**src/shared/lcc_pkg.sv**
```systemverilog
// Constants, register map and types for the four-channel LED current control.
// Assumes one 200 MHz clock; all pins are synchronous to it.
// Summary of operation
// - Four independent LED channels, each with its own 8-bit current code and 8-bit PWM value.
// - A channel's sink current is its code times 0.1 mA, from zero at code 0 to 25.5 mA at all-ones.
// - Only a host write over the serial bus changes a current code; engines never touch it.
// - After reset every current code holds the 17.5 mA value until the host writes another.
// - Each channel takes its PWM either from its own written register or from a chosen engine.
// - Three program engines run ramp, set PWM, go to start, branch and end-with-trigger steps.
// - Once programs are loaded the engines run on their own with no further host traffic.
// - Engine timing steps on the external slow clock, so programs speed up or slow down with it.
package lcc_pkg;
  localparam int NUM_CH = 4;
  localparam int NUM_ENG = 3;
  localparam int PROG_WORDS = 16;

  // Clocking and PWM rates
  localparam int CLK_HZ = 200_000_000;
  localparam int PWM_LF_HZ = 256;
  localparam int PWM_HF_HZ = 558;
  localparam int PWM_STEPS = 256;
  localparam int PWM_DIV_LF = CLK_HZ / (PWM_LF_HZ * PWM_STEPS);
  localparam int PWM_DIV_HF = CLK_HZ / (PWM_HF_HZ * PWM_STEPS);
  localparam int SLOW_REF_HZ_X10 = 327;
  localparam int HOST_WAIT_MS = 1;

  // Current code scale and reset value
  localparam int CUR_STEP_UA = 100;
  localparam logic [7:0] CUR_RESET = 8'haf;

  // Register addresses, channel order blue, green, red, white
  localparam logic [7:0] ADR_ENGINE_RUN = 8'h00;
  localparam logic [3:0][7:0] ADR_PWM = {8'h0e, 8'h04, 8'h03, 8'h02};
  localparam logic [3:0][7:0] ADR_CUR = {8'h0f, 8'h07, 8'h06, 8'h05};
  localparam logic [7:0] ADR_CONFIG = 8'h08;
  localparam logic [7:0] ADR_STATUS = 8'h0c;
  localparam logic [7:0] ADR_PROG_BASE = 8'h10;
  localparam logic [7:0] ADR_PROG_END = 8'h70;
  localparam logic [7:0] ADR_ENG_SEL = 8'h70;

  // Field positions
  localparam int CFG_PWM_HF_BIT = 6;
  localparam int STAT_TRIG_LSB = 4;

  // Serial target address, upper five bits; value is arbitrary
  localparam logic [4:0] I2C_BASE_ADDR = 5'h0c;

  typedef enum logic [2:0] {
    OP_SET_PWM = 3'b000,
    OP_RAMP = 3'b001,
    OP_GO_START = 3'b010,
    OP_BRANCH = 3'b011,
    OP_END_TRIG = 3'b100
  } lcc_op_type;

  typedef enum logic [2:0] {
    I2C_IDLE = 3'b000,
    I2C_ADDR = 3'b001,
    I2C_AACK = 3'b010,
    I2C_REG = 3'b011,
    I2C_WACK = 3'b100,
    I2C_WR = 3'b101,
    I2C_RD = 3'b110,
    I2C_RACK = 3'b111
  } lcc_i2c_st_type;
endpackage : lcc_pkg

```
**src/hdl/lcc_i2c_target.sv**
```systemverilog
// Serial bus target: address match, register pointer, write and read bytes.
// Assumes SCL and SDA are already synchronous to clk and slow beside it.
`timescale 1ns/1ps
module lcc_i2c_target (
  // Clock and reset
  input wire logic clk,
  input wire logic rstn,
  // Bus pins
  input wire logic scl,
  input wire logic sda_in,
  output logic sda_oe_n,
  input wire logic [1:0] addr_sel,
  // Register access
  output logic wr,
  output logic [7:0] addr,
  output logic [7:0] wdata,
  input wire logic [7:0] rdata
);
  import lcc_pkg::*;

  typedef struct packed {
    lcc_i2c_st_type st;
    logic [7:0] sh;
    logic [3:0] cnt;
    logic [7:0] ptr;
    logic rw;
    logic sda_low;
    logic scl_q;
    logic sda_q;
    logic wr;
    logic [7:0] waddr;
    logic [7:0] wdata;
  } lcc_i2c_type;

  lcc_i2c_type s, n;
  logic start_c, stop_c, rise_c, fall_c;

  assign start_c = scl && s.scl_q && s.sda_q && !sda_in;
  assign stop_c = scl && s.scl_q && !s.sda_q && sda_in;
  assign rise_c = scl && !s.scl_q;
  assign fall_c = !scl && s.scl_q;

  always_comb begin
    n = s;
    n.scl_q = scl;
    n.sda_q = sda_in;
    n.wr = 1'b0;
    if (start_c) begin
      n.st = I2C_ADDR;
      n.cnt = 4'd0;
      n.sda_low = 1'b0;
    end else if (stop_c) begin
      n.st = I2C_IDLE;
      n.sda_low = 1'b0;
    end else if (rise_c) begin
      if (s.st == I2C_ADDR || s.st == I2C_REG || s.st == I2C_WR) begin
        n.sh = {s.sh[6:0], sda_in};
        n.cnt = s.cnt + 4'd1;
      end else if (s.st == I2C_RACK && sda_in) begin
        n.st = I2C_IDLE;
      end
    end else if (fall_c) begin
      unique case (s.st)
        I2C_ADDR: if (s.cnt == 4'd8) begin
          if (s.sh[7:1] == {I2C_BASE_ADDR, addr_sel}) begin
            n.st = I2C_AACK;
            n.sda_low = 1'b1;
            n.rw = s.sh[0];
          end else begin
            n.st = I2C_IDLE;
          end
        end
        I2C_AACK, I2C_RACK: if (s.rw) begin
          n.st = I2C_RD;
          n.sh = rdata;
          n.sda_low = ~rdata[7];
          n.cnt = 4'd1;
        end else begin
          n.st = I2C_REG;
          n.sda_low = 1'b0;
          n.cnt = 4'd0;
        end
        I2C_REG: if (s.cnt == 4'd8) begin
          n.ptr = s.sh;
          n.st = I2C_WACK;
          n.sda_low = 1'b1;
        end
        I2C_WR: if (s.cnt == 4'd8) begin
          // Host write is the only path to any register except the run and trigger bits, which engines also change
          n.wr = 1'b1;
          n.waddr = s.ptr;
          n.wdata = s.sh;
          n.ptr = s.ptr + 8'd1;
          n.st = I2C_WACK;
          n.sda_low = 1'b1;
        end
        I2C_WACK: begin
          n.st = I2C_WR;
          n.sda_low = 1'b0;
          n.cnt = 4'd0;
        end
        I2C_RD: if (s.cnt == 4'd8) begin
          n.st = I2C_RACK;
          n.sda_low = 1'b0;
          n.ptr = s.ptr + 8'd1;
        end else begin
          n.sda_low = ~s.sh[6];
          n.sh = {s.sh[6:0], 1'b0};
          n.cnt = s.cnt + 4'd1;
        end
        I2C_IDLE: n.sda_low = 1'b0;
      endcase
    end
  end

  always_ff @(posedge clk or negedge rstn) begin
    if (!rstn) begin
      s <= '{st: I2C_IDLE, scl_q: 1'b1, sda_q: 1'b1, default: '0};
    end else begin
      s <= n;
    end
  end

  assign sda_oe_n = ~s.sda_low;
  assign wr = s.wr;
  assign addr = s.wr ? s.waddr : s.ptr;
  assign wdata = s.wdata;
endmodule : lcc_i2c_target

```
**src/hdl/lcc_top.sv**
```systemverilog
// Four-channel LED current and PWM control with three program engines.
// Assumes one 200 MHz clock, synchronous pins and a host on the serial bus.
`timescale 1ns/1ps
module lcc_top (
  // Clock and reset
  input wire logic CLK,
  input wire logic RSTN,
  // Serial bus
  input wire logic SCL,
  input wire logic SDA_IN,
  output logic SDA_OUT,
  output logic SDA_OE_N,
  input wire logic [1:0] ADDR_SEL,
  // Engine timebase
  input wire logic EXT_SLOW_CLOCK_IN,
  // Channel sinks
  output logic [lcc_pkg::NUM_CH-1:0][7:0] LED_CURRENT_CODE,
  output logic [lcc_pkg::NUM_CH-1:0] LED_ON
);
  import lcc_pkg::*;

  typedef struct packed {
    logic [NUM_CH-1:0][7:0] cur;
    logic [NUM_CH-1:0][7:0] pwm;
    logic [7:0] eng_sel;
    logic pwm_hf;
    logic [NUM_ENG-1:0] run;
    logic [NUM_ENG-1:0] trig;
    logic [NUM_ENG-1:0][PROG_WORDS-1:0][15:0] prog;
    logic [NUM_ENG-1:0][3:0] pc;
    logic [NUM_ENG-1:0][7:0] eng_pwm;
    logic [NUM_ENG-1:0][3:0] lcnt;
    logic [NUM_ENG-1:0][3:0] wait_cnt;
    logic [NUM_ENG-1:0][3:0] ramp_time;
    logic [NUM_ENG-1:0][7:0] ramp_left;
    logic [NUM_ENG-1:0] ramp_dn;
    logic slow_q;
    logic [11:0] div;
    logic [7:0] slot;
    logic [NUM_CH-1:0] led_on;
  } lcc_state_type;

  lcc_state_type s, n;
  logic bus_wr;
  logic [7:0] bus_addr, bus_wdata, bus_rdata;
  logic [7:0] pidx;
  logic prog_hit, slow_tick;
  logic [11:0] div_lim;

  lcc_i2c_target u_i2c (
    .clk(CLK),
    .rstn(RSTN),
    .scl(SCL),
    .sda_in(SDA_IN),
    .sda_oe_n(SDA_OE_N),
    .addr_sel(ADDR_SEL),
    .wr(bus_wr),
    .addr(bus_addr),
    .wdata(bus_wdata),
    .rdata(bus_rdata)
  );

  assign pidx = bus_addr - ADR_PROG_BASE;
  assign prog_hit = bus_addr >= ADR_PROG_BASE && bus_addr < ADR_PROG_END;
  // Engines count slow clock edges, so their pace follows its rate
  assign slow_tick = EXT_SLOW_CLOCK_IN && !s.slow_q;
  assign div_lim = s.pwm_hf ? 12'(PWM_DIV_HF - 1) : 12'(PWM_DIV_LF - 1);

  // Register read decode; unmapped addresses read as zero
  always_comb begin
    bus_rdata = 8'h00;
    if (bus_addr == ADR_ENGINE_RUN) begin
      bus_rdata = {5'h00, s.run};
    end else if (bus_addr == ADR_CONFIG) begin
      bus_rdata = {1'b0, s.pwm_hf, 6'h00};
    end else if (bus_addr == ADR_STATUS) begin
      bus_rdata = {1'b0, s.trig, 1'b0, s.run};
    end else if (bus_addr == ADR_ENG_SEL) begin
      bus_rdata = s.eng_sel;
    end else if (prog_hit) begin
      bus_rdata = pidx[0] ? s.prog[pidx[6:5]][pidx[4:1]][7:0]
                          : s.prog[pidx[6:5]][pidx[4:1]][15:8];
    end
    for (int c = 0; c < NUM_CH; c++) begin
      if (bus_addr == ADR_PWM[c]) bus_rdata = s.pwm[c];
      if (bus_addr == ADR_CUR[c]) bus_rdata = s.cur[c];
    end
  end

  always_comb begin
    logic [15:0] ins;
    logic [1:0] sel;
    logic [7:0] val;
    ins = 16'h0000;
    sel = 2'b00;
    val = 8'h00;
    n = s;
    n.slow_q = EXT_SLOW_CLOCK_IN;

    // Host writes land first so that engine events in the same cycle win
    if (bus_wr) begin
      if (bus_addr == ADR_ENGINE_RUN) begin
        for (int e = 0; e < NUM_ENG; e++) begin
          if (bus_wdata[e] && !s.run[e]) begin
            n.pc[e] = 4'd0;
            n.wait_cnt[e] = 4'd0;
            n.ramp_left[e] = 8'd0;
            n.lcnt[e] = 4'd0;
          end
        end
        n.run = bus_wdata[NUM_ENG-1:0];
      end
      if (bus_addr == ADR_CONFIG) n.pwm_hf = bus_wdata[CFG_PWM_HF_BIT];
      if (bus_addr == ADR_STATUS) begin
        n.trig = s.trig & ~bus_wdata[STAT_TRIG_LSB +: NUM_ENG];
      end
      if (bus_addr == ADR_ENG_SEL) n.eng_sel = bus_wdata;
      if (prog_hit) begin
        if (pidx[0]) n.prog[pidx[6:5]][pidx[4:1]][7:0] = bus_wdata;
        else n.prog[pidx[6:5]][pidx[4:1]][15:8] = bus_wdata;
      end
      for (int c = 0; c < NUM_CH; c++) begin
        if (bus_addr == ADR_PWM[c]) n.pwm[c] = bus_wdata;
        if (bus_addr == ADR_CUR[c]) n.cur[c] = bus_wdata;
      end
    end

    // Engines run from loaded program with no host help
    for (int e = 0; e < NUM_ENG; e++) begin
      if (slow_tick && s.run[e]) begin
        ins = s.prog[e][s.pc[e]];
        if (s.wait_cnt[e] != 4'd0) begin
          n.wait_cnt[e] = s.wait_cnt[e] - 4'd1;
        end else if (s.ramp_left[e] != 8'd0) begin
          n.ramp_left[e] = s.ramp_left[e] - 8'd1;
          n.wait_cnt[e] = s.ramp_time[e];
          if (s.ramp_dn[e]) begin
            if (s.eng_pwm[e] != 8'h00) n.eng_pwm[e] = s.eng_pwm[e] - 8'd1;
          end else if (s.eng_pwm[e] != 8'hff) begin
            n.eng_pwm[e] = s.eng_pwm[e] + 8'd1;
          end
        end else begin
          n.pc[e] = s.pc[e] + 4'd1;
          // Opcodes 5 to 7 are not defined and step over
          case (ins[15:13])
            OP_SET_PWM: n.eng_pwm[e] = ins[7:0];
            OP_RAMP: begin
              n.ramp_dn[e] = ins[12];
              n.ramp_time[e] = ins[11:8];
              n.ramp_left[e] = ins[7:0];
              n.wait_cnt[e] = ins[11:8];
            end
            OP_GO_START: n.pc[e] = 4'd0;
            OP_BRANCH: if (s.lcnt[e] == ins[11:8]) begin
              n.lcnt[e] = 4'd0;
            end else begin
              n.lcnt[e] = s.lcnt[e] + 4'd1;
              n.pc[e] = ins[3:0];
            end
            OP_END_TRIG: begin
              n.run[e] = 1'b0;
              n.trig[e] = 1'b1;
              n.pc[e] = 4'd0;
            end
            default: ;
          endcase
        end
      end
    end

    // PWM slot timebase
    if (s.div == div_lim) begin
      n.div = 12'd0;
      n.slot = s.slot + 8'd1;
    end else begin
      n.div = s.div + 12'd1;
    end

    // Per-channel source select and compare
    for (int c = 0; c < NUM_CH; c++) begin
      sel = s.eng_sel[2*c +: 2];
      val = (sel == 2'b00) ? s.pwm[c] : s.eng_pwm[sel - 2'd1];
      n.led_on[c] = (val == 8'hff) || (val > s.slot);
    end
  end

  always_ff @(posedge CLK or negedge RSTN) begin
    if (!RSTN) begin
      s <= '{cur: {NUM_CH{CUR_RESET}}, default: '0};
    end else begin
      s <= n;
    end
  end

  // Code drives the sink directly, one step per CUR_STEP_UA
  assign LED_CURRENT_CODE = s.cur;
  assign LED_ON = s.led_on;
  assign SDA_OUT = 1'b0;
endmodule : lcc_top

```
**config.mk**
```make
export PLATFORM = sky130hd
export DESIGN_NAME = lcc_top
export DESIGN_NICKNAME = d
export VERILOG_FILES = /design/src/shared/lcc_pkg.sv /design/src/hdl/lcc_i2c_target.sv /design/src/hdl/lcc_top.sv
export SDC_FILE = /design/constraint.sdc
export NUM_CORES = 2
export LEC_CHECK = 0
export BUFFER_PORTS_ARGS = -buffer_cell sky130_fd_sc_hd__buf_2
export CAP_MARGIN = 30
export CELL_PAD_IN_SITES_DETAIL_PLACEMENT = 0
export CELL_PAD_IN_SITES_GLOBAL_PLACEMENT = 2
export CORE_MARGIN = 2
export CORE_UTILIZATION = 45
export CTS_BUF_LIST = sky130_fd_sc_hd__clkbuf_8
export CTS_CLUSTER_SIZE = 12
export DETAILED_ROUTE_END_ITERATION = 10
export PLACE_DENSITY_LB_ADDON = 0.1
export SYNTH_ARGS = -nofsm -noshare
export SYNTH_HDL_FRONTEND = slang
export SYNTH_SLANG_ARGS = --single-unit
```
**constraint.sdc**
```tcl
create_clock -name CLK -period 10.43 [get_ports CLK]
set_input_delay 1.043 -clock CLK [delete_from_list [all_inputs] [get_ports CLK]]
set_output_delay 1.043 -clock CLK [all_outputs]
set_load 0.05 [all_outputs]
```
=== Word-level counts from Yosys, hierarchy flattened ===
Index checks and enable logic that the tools add are counted.

* Memory bits (writable): 0
* Output and inout bits: 38
* Memory bits (read-only): 0
* Latch bits: 0
* Input port bits: 7
* Bits in registers: 1015
* Word-level logic and storage cells: 524
* Memories kept: 0

* Multiplexer cells: 210
* Bitwise gates (word level): 14
* Equality and inequality tests: 68
* Order comparisons: 17
* Reductions and logical operators: 92
* $add $sub $neg: 27
* Divide/modulo/power cells: 0
* Shift operators: 0
* $mul: 0

{| class="wikitable"
|+ Operator list
! cell !! number
|-
| bitwise mux 768 bit || 2
|-
| two-way mux 768 bit || 2
|-
| demux 256 bit (select 2 bit) || 2
|-
| two-way mux 786 bit || 1
|-
| two-way mux 256 bit || 3
|-
| binary-select mux 256 bit (select 2 bit) || 1
|-
| two-way mux 8 bit || 57
|-
| binary-select mux 16 bit (select 4 bit) || 4
|-
| two-way mux 4 bit || 49
|-
| demux 16 bit (select 4 bit) || 2
|-
| two-way mux 17 bit || 6
|-
| two-way mux 24 bit || 4
|-
| two-way mux 12 bit || 7
|-
| two-way mux 16 bit || 5
|-
| binary-select mux 8 bit (select 2 bit) || 4
|-
| nonzero test 8 bit || 7
|-
| subtractor 8 x 1 -> 8 bit, second input constant || 6
|-
| adder 8 x 1 -> 8 bit, second input constant || 5
|-
| equality test 8 x 3 -> 1 bit, second input constant || 4
|-
| equality test 8 x 4 -> 1 bit, second input constant || 4
|-
| equality test 8 bit, second input constant || 4
|-
| greater-than comparator 8 bit || 4
|-
| case mux 8 bit (2 select lines) || 2
|-
| two-way mux 1 bit || 31
|-
| other kinds (59) || 212
|}

=== Logic depth before layout (Yosys ltp) ===
* Depth after elaboration: 27
* Depth in mapped cells: 22
* Depth with buffers taken out: 15

=== Modules after synthesis ===
Synthesis repeated with hierarchy kept, for this count alone.

* Cell total of the unflattened synthesis: 5122
* Area, all modules: 58434.8 µm²

{| class="wikitable"
|+ Modules (own cells, without submodules)
! module !! instances !! seq. area each (µm²) !! cells each !! area each (µm²)
|-
| lcc_top || 1 || 24328.3 || 4839 || 55692.2
|-
| lcc_i2c_target || 1 || 1103.6 || 283 || 2742.6
|}

=== Worst setup path before layout ===
No wires, ideal clock.

* Path kind: register to register
* Start point: register u_i2c.s (netlist bit u_i2c.wr)
* End point: register (tool-made name)
* Setup slack: 6063 ps
* Data arrival time: 4242 ps
* Cell stages (with the launch flop): 20
* Cell sequence: dfrtp_1 buf_6 buf_6 buf_6 buf_2 clkbuf_1 buf_1 mux2i_1 ha_1 buf_2 xnor2_2 buf_2 buf_4 buf_4 buf_2 nand2_1 nor2_1 buf_2 nand2_1 mux2_2

{| class="wikitable"
|+ RTL lines
! item !! line !! RTL
|-
| start: declaration || lcc_i2c_target.sv:35 || <nowiki>lcc_i2c_type s, n;</nowiki>
|-
| start signal: assignment || lcc_i2c_target.sv:120 || <nowiki>s <= n;</nowiki>
|}

=== Worst setup path after layout ===
* Start point: register u_i2c.s (netlist bit u_i2c.wr)
* End point: register u_i2c.s[36] in the netlist's numbering

* Longest elaborated chain between the ends: 24
* Elaborated cells on any way between the ends: 39
* Those cells by class: add/sub (1); order compare (2); eq/ne (11); mux (23); reduce/logical (2)

{| class="wikitable"
|+ Ends and longest elaborated chain
! item !! line !! RTL
|-
| two-way mux 8 bit * || lcc_i2c_target.sv:126 || <nowiki>assign addr = s.wr ? s.waddr : s.ptr;</nowiki>
|-
| subtractor 7 x 5 -> 7 bit || lcc_top.sv:63 || <nowiki>assign pidx = bus_addr - ADR_PROG_BASE;</nowiki>
|-
| binary-select mux 256 bit (select 2 bit) || lcc_top.sv:81, lcc_top.sv:82 ||
|-
| two-way mux 256 bit (not written as such) || lcc_top.sv:81, lcc_top.sv:82 ||
|-
| binary-select mux 16 bit (select 4 bit) || lcc_top.sv:81, lcc_top.sv:82 ||
|-
| two-way mux 16 bit (not written as such) || lcc_top.sv:82 || <nowiki>: s.prog[pidx[6:5]][pidx[4:1]][15:8];</nowiki>
|-
| two-way mux 8 bit || lcc_top.sv:81 || <nowiki>bus_rdata = pidx[0] ? s.prog[pidx[6:5]][pidx[4:1]][7:0]</nowiki>
|-
| two-way mux 8 bit || lcc_top.sv:80 || <nowiki>end else if (prog_hit) begin</nowiki>
|-
| (+8 left out) || -- ||
|-
| two-way mux 8 bit || lcc_top.sv:85 || <nowiki>if (bus_addr == ADR_PWM[c]) bus_rdata = s.pwm[c];</nowiki>
|-
| two-way mux 8 bit || lcc_top.sv:86 || <nowiki>if (bus_addr == ADR_CUR[c]) bus_rdata = s.cur[c];</nowiki>
|-
| two-way mux 8 bit || lcc_top.sv:85 ||
|-
| two-way mux 8 bit * || lcc_top.sv:86 ||
|-
| two-way mux 8 bit * || lcc_i2c_target.sv:73 || <nowiki>I2C_AACK, I2C_RACK: if (s.rw) begin</nowiki>
|-
| case mux 8 bit (2 select lines) * || lcc_i2c_target.sv:63 || <nowiki>unique case (s.st)</nowiki>
|-
| two-way mux 25 bit * || lcc_i2c_target.sv:62 || <nowiki>end else if (fall_c) begin</nowiki>
|-
| two-way mux 15 bit * || lcc_i2c_target.sv:55 || <nowiki>end else if (rise_c) begin</nowiki>
|}

Every way passes the cells marked *; elsewhere a longest branch is shown, timed or not. The select of a mux whose other input is x is not followed.
A chain may end at the register's enable or synchronous reset.

==> summary.md <==
| Metric | Value |
|---|---|
| Outcome | `complete, no violations` |
| Post-Syn Nets | `5477` |
| Main flop type after synthesis | `dfrtp_1` |
| Most frequent cells in the layout | `dfrtp_1, mux2_2, nand2_1` |
| Die Ht | `366 microns` |
| FF-to-FF path depth | `15` |
| Post_cts resized | `0` |
| CTS tree | `done` |
| Critical setup path kind | `reg -> reg` |
| Post-synthesis cell type count | `98` |
| Fillers | `12000` |
| Row Count | `132` |
| Final Hold Vio Count | `0` |
| Layout cells sized above 1 | `0.297` |
| Flop-to-flop setup slack | `3.43 ns` |
| Vias in the first global route | `46800` |
| DRT Pass-1 Iters | `6` |
| Multi-input logic area | `31300 sq um` |
| Worst reg2reg endpoint | `u_i2c.s[36]` |
| Crit path capture | `u_i2c.s[36]` |
| Nets | `5417` |
| H-tree levels | `4` |
| Final Core Density | `0.497` |
| Die ar. | `134000 sq um` |
| Post-layout instance area | `64500 sq um` |
| Post-synthesis sequential area ratio | `0.432` |
| Synth warn | `0` |
| Drt total wl | `254 mm` |
| Clock Skew | `0.0759 ns` |
| Max-cap violations | `0` |
| Starting Density | `0.454` |
| Largest net degree at the start of global routing | `162` |
| Crit Path Max Fanout | `105` |
| Global-route wire length before repair | `359 mm` |
| Peak supply drop | `0.000135 V` |
| Critical path required time | `11.28 ns` |
| Clk pin slew, worst setup/hold paths | `0.07 ns` |
| Period utilisation layout | `0.671` |
| Min Clock Period, post-route | `7.00 ns` |
| Mean area per synthesized cell | `10.9 sq um` |
| EDFF count, synth | `0` |
| Synth Register Bits | `1015` |
| Final slew viol count | `0` |
| HP Class | `in -> async` |
| Total grt overflow | `0` |
| Max Clk Rate | `143 MHz` |
| Total Routing Usage GR | `0.373` |
| Root buffer cell | `clkbuf_8` |
| DRT iter0 DRCs | `5645` |
| Worst Setup SP | `u_i2c.wr` |
| PortBufs | `43` |
| FF-to-FF Start | `u_i2c.wr` |
| Area Growth Syn to Fin | `9.53%` |
| Worst skew pair latency | `0.98 ns` |
| Vias | `48500` |
| Mapped Area | `58900 sq um` |
| CTS max path bufs | `3` |
| Post-Place Worst Slack | `3.64 ns` |
| CP startpoint kind | `flip-flop` |
| DR vias/cell | `6.71` |
| Commonest non-fill, non-tap cell in the layout | `dfrtp_1` |
| Number of post-CTS setup repair buffers | `0` |
| CP endpoint kind | `flip-flop` |
| Initial antenna violation count | `22` |
| Critical Path AT | `7.85 ns` |
| Pwr dens | `153 nW/um^2` |
| Hpwl dp | `179 mm` |
| Hold buffers post-CTS | `0` |
| Core area | `130000 sq um` |
| GPL Wtd Cong | `1.01` |
| Routed Antenna Nets | `0` |
| Clk sinks | `1015` |
| Post-synth ARST share | `1.00` |
| CTS Buf Count | `186` |
| Placed Area | `60600 sq um` |
| Leakage | `0.0299 uW` |
| Drt wl/cell | `35.2 microns` |
| Final setup vio count | `0` |
| Final WS setup | `3.43 ns` |
| Post-route total power | `9870 uW` |
| I/O pins | `45` |
| Horiz. Die Dim | `366 microns` |
| Slew margin rel. | `0.208` |
| Slew @ Worst Pin | `1.18 ns` |
| RSZ-0062 raised after global routing | `false` |
| Post-Synthesis Cells | `5385` |
| # DRC | `0` |
| FF/Latch Area | `25500 sq um` |
| Setup TNS Final | `0 ns` |
through the flow:
stage               hold slack, ns  instances
floorplan                    0.444       5385
global placement             0.454       6855
global route                 0.164       7220
CTS                          0.126       7209
finish                      0.0969       7225
detailed placement           0.465       6872
metal layers:
| layer | track usage | up-vias | wire length, microns |
|---|---|---|---|
| li1 | - | 20100 | - |
| met1 | 0.483 | 25000 | 101000 |
| met3 | 0.112 | 720 | 25300 |
| met4 | 0.204 | 24 | 16300 |
| met5 | 0 | - | 166 |
| met2 | 0.558 | 2564 | 111000 |
worst min path at each step:
stage,startpoint,cells after the start,endpoint
final,RSTN,1,s[18]
after global routing,RSTN,1,s[18]
after CTS,RSTN,1,s[930]
after detailed placement,s[893],1,s[893]
after global placement,s[893],1,s[893]
after floorplan,s[893],1,s[893]
power breakdown:
group          total, uW  internal [uW]  switching (uW)
combinational       1750            570            1180
clock               3920           2050            1870
sequential          4200           4010             188
total               9870           6630            3240
final cells by class:
class,count,area share
multi-input combinational,3846,0.486
clock inverter,110,0.00970
sequential,1015,0.395
antenna,9,0.000349
timing repair buffer,180,0.0214
tap,1742,0.0338
inverter,96,0.00559
clock buffer,227,0.0484
cells by family (layout without fill, tap and decap cells):
family                     Yosys count  in the layout  share of synthesized area
buffers and inverters              524            613                     0.0387
muxes                             1294           1294                      0.270
AOI/OAI and AO/OA                 1160           1160                      0.132
other                                1             10                  0.0000637
and+or+nand+nor                   1236           1236                     0.0973
xor gates and xnor gates            70             70                     0.0109
adders and majority gates           85             85                     0.0184
DFF                               1015           1015                      0.432
critical path: stages, from the launching register on:
cell and delay [ns]:
dfrtp_2 0.34, buf_4 0.52, mux2i_1 0.56, ha_2 0.76, buf_4 0.46, xnor2_4 0.18
buf_12 0.45, buf_4 0.72, mux2_2 0.29, a221oi_1 0.08, o41ai_1 0.78, or4b_1 0.49
nor4_1 0.44, a211oi_1 0.09, buf_2 0.20, o41ai_1 0.40
synthesized netlist by cell type (12+ instances only):
library cell / number / share of area
xor2_1: 31 / 0.0046
buf_1: 30 / 0.0019
o41ai_1: 13 / 0.0019
nor2_1: 246 / 0.016
nand2b_1: 25 / 0.0027
nand3b_1: 15 / 0.0019
o31ai_1: 17 / 0.0022
a221oi_1: 183 / 0.027
o211ai_1: 18 / 0.0023
or4_1: 12 / 0.0015
nor2b_1: 38 / 0.0040
dfrtp_1: 989 / 0.42
mux2_2: 944 / 0.18
buf_2: 70 / 0.0060
a221o_1: 33 / 0.0056
ha_1: 82 / 0.017
clkbuf_1: 276 / 0.018
nand3_1: 83 / 0.0071
a21oi_1: 244 / 0.021
xnor2_1: 37 / 0.0055
a21o_1: 18 / 0.0023
mux4_2: 141 / 0.054
a22o_1: 26 / 0.0039
inv_1: 93 / 0.0059
nand4_1: 33 / 0.0035
or3_1: 12 / 0.0013
nand2_1: 567 / 0.036
buf_4: 43 / 0.0055
o22ai_1: 76 / 0.0081
mux2i_1: 205 / 0.035
a31oi_1: 60 / 0.0064
o221ai_1: 34 / 0.0051
o21ai_0: 260 / 0.022
and3_1: 20 / 0.0021
a211oi_1: 22 / 0.0028
nor3b_1: 13 / 0.0017
a22oi_1: 45 / 0.0057
nor3_1: 59 / 0.0050
dfstp_2: 26 / 0.012
nor4_1: 47 / 0.0050
No activity file was read; power rests on OpenSTA's default activity.
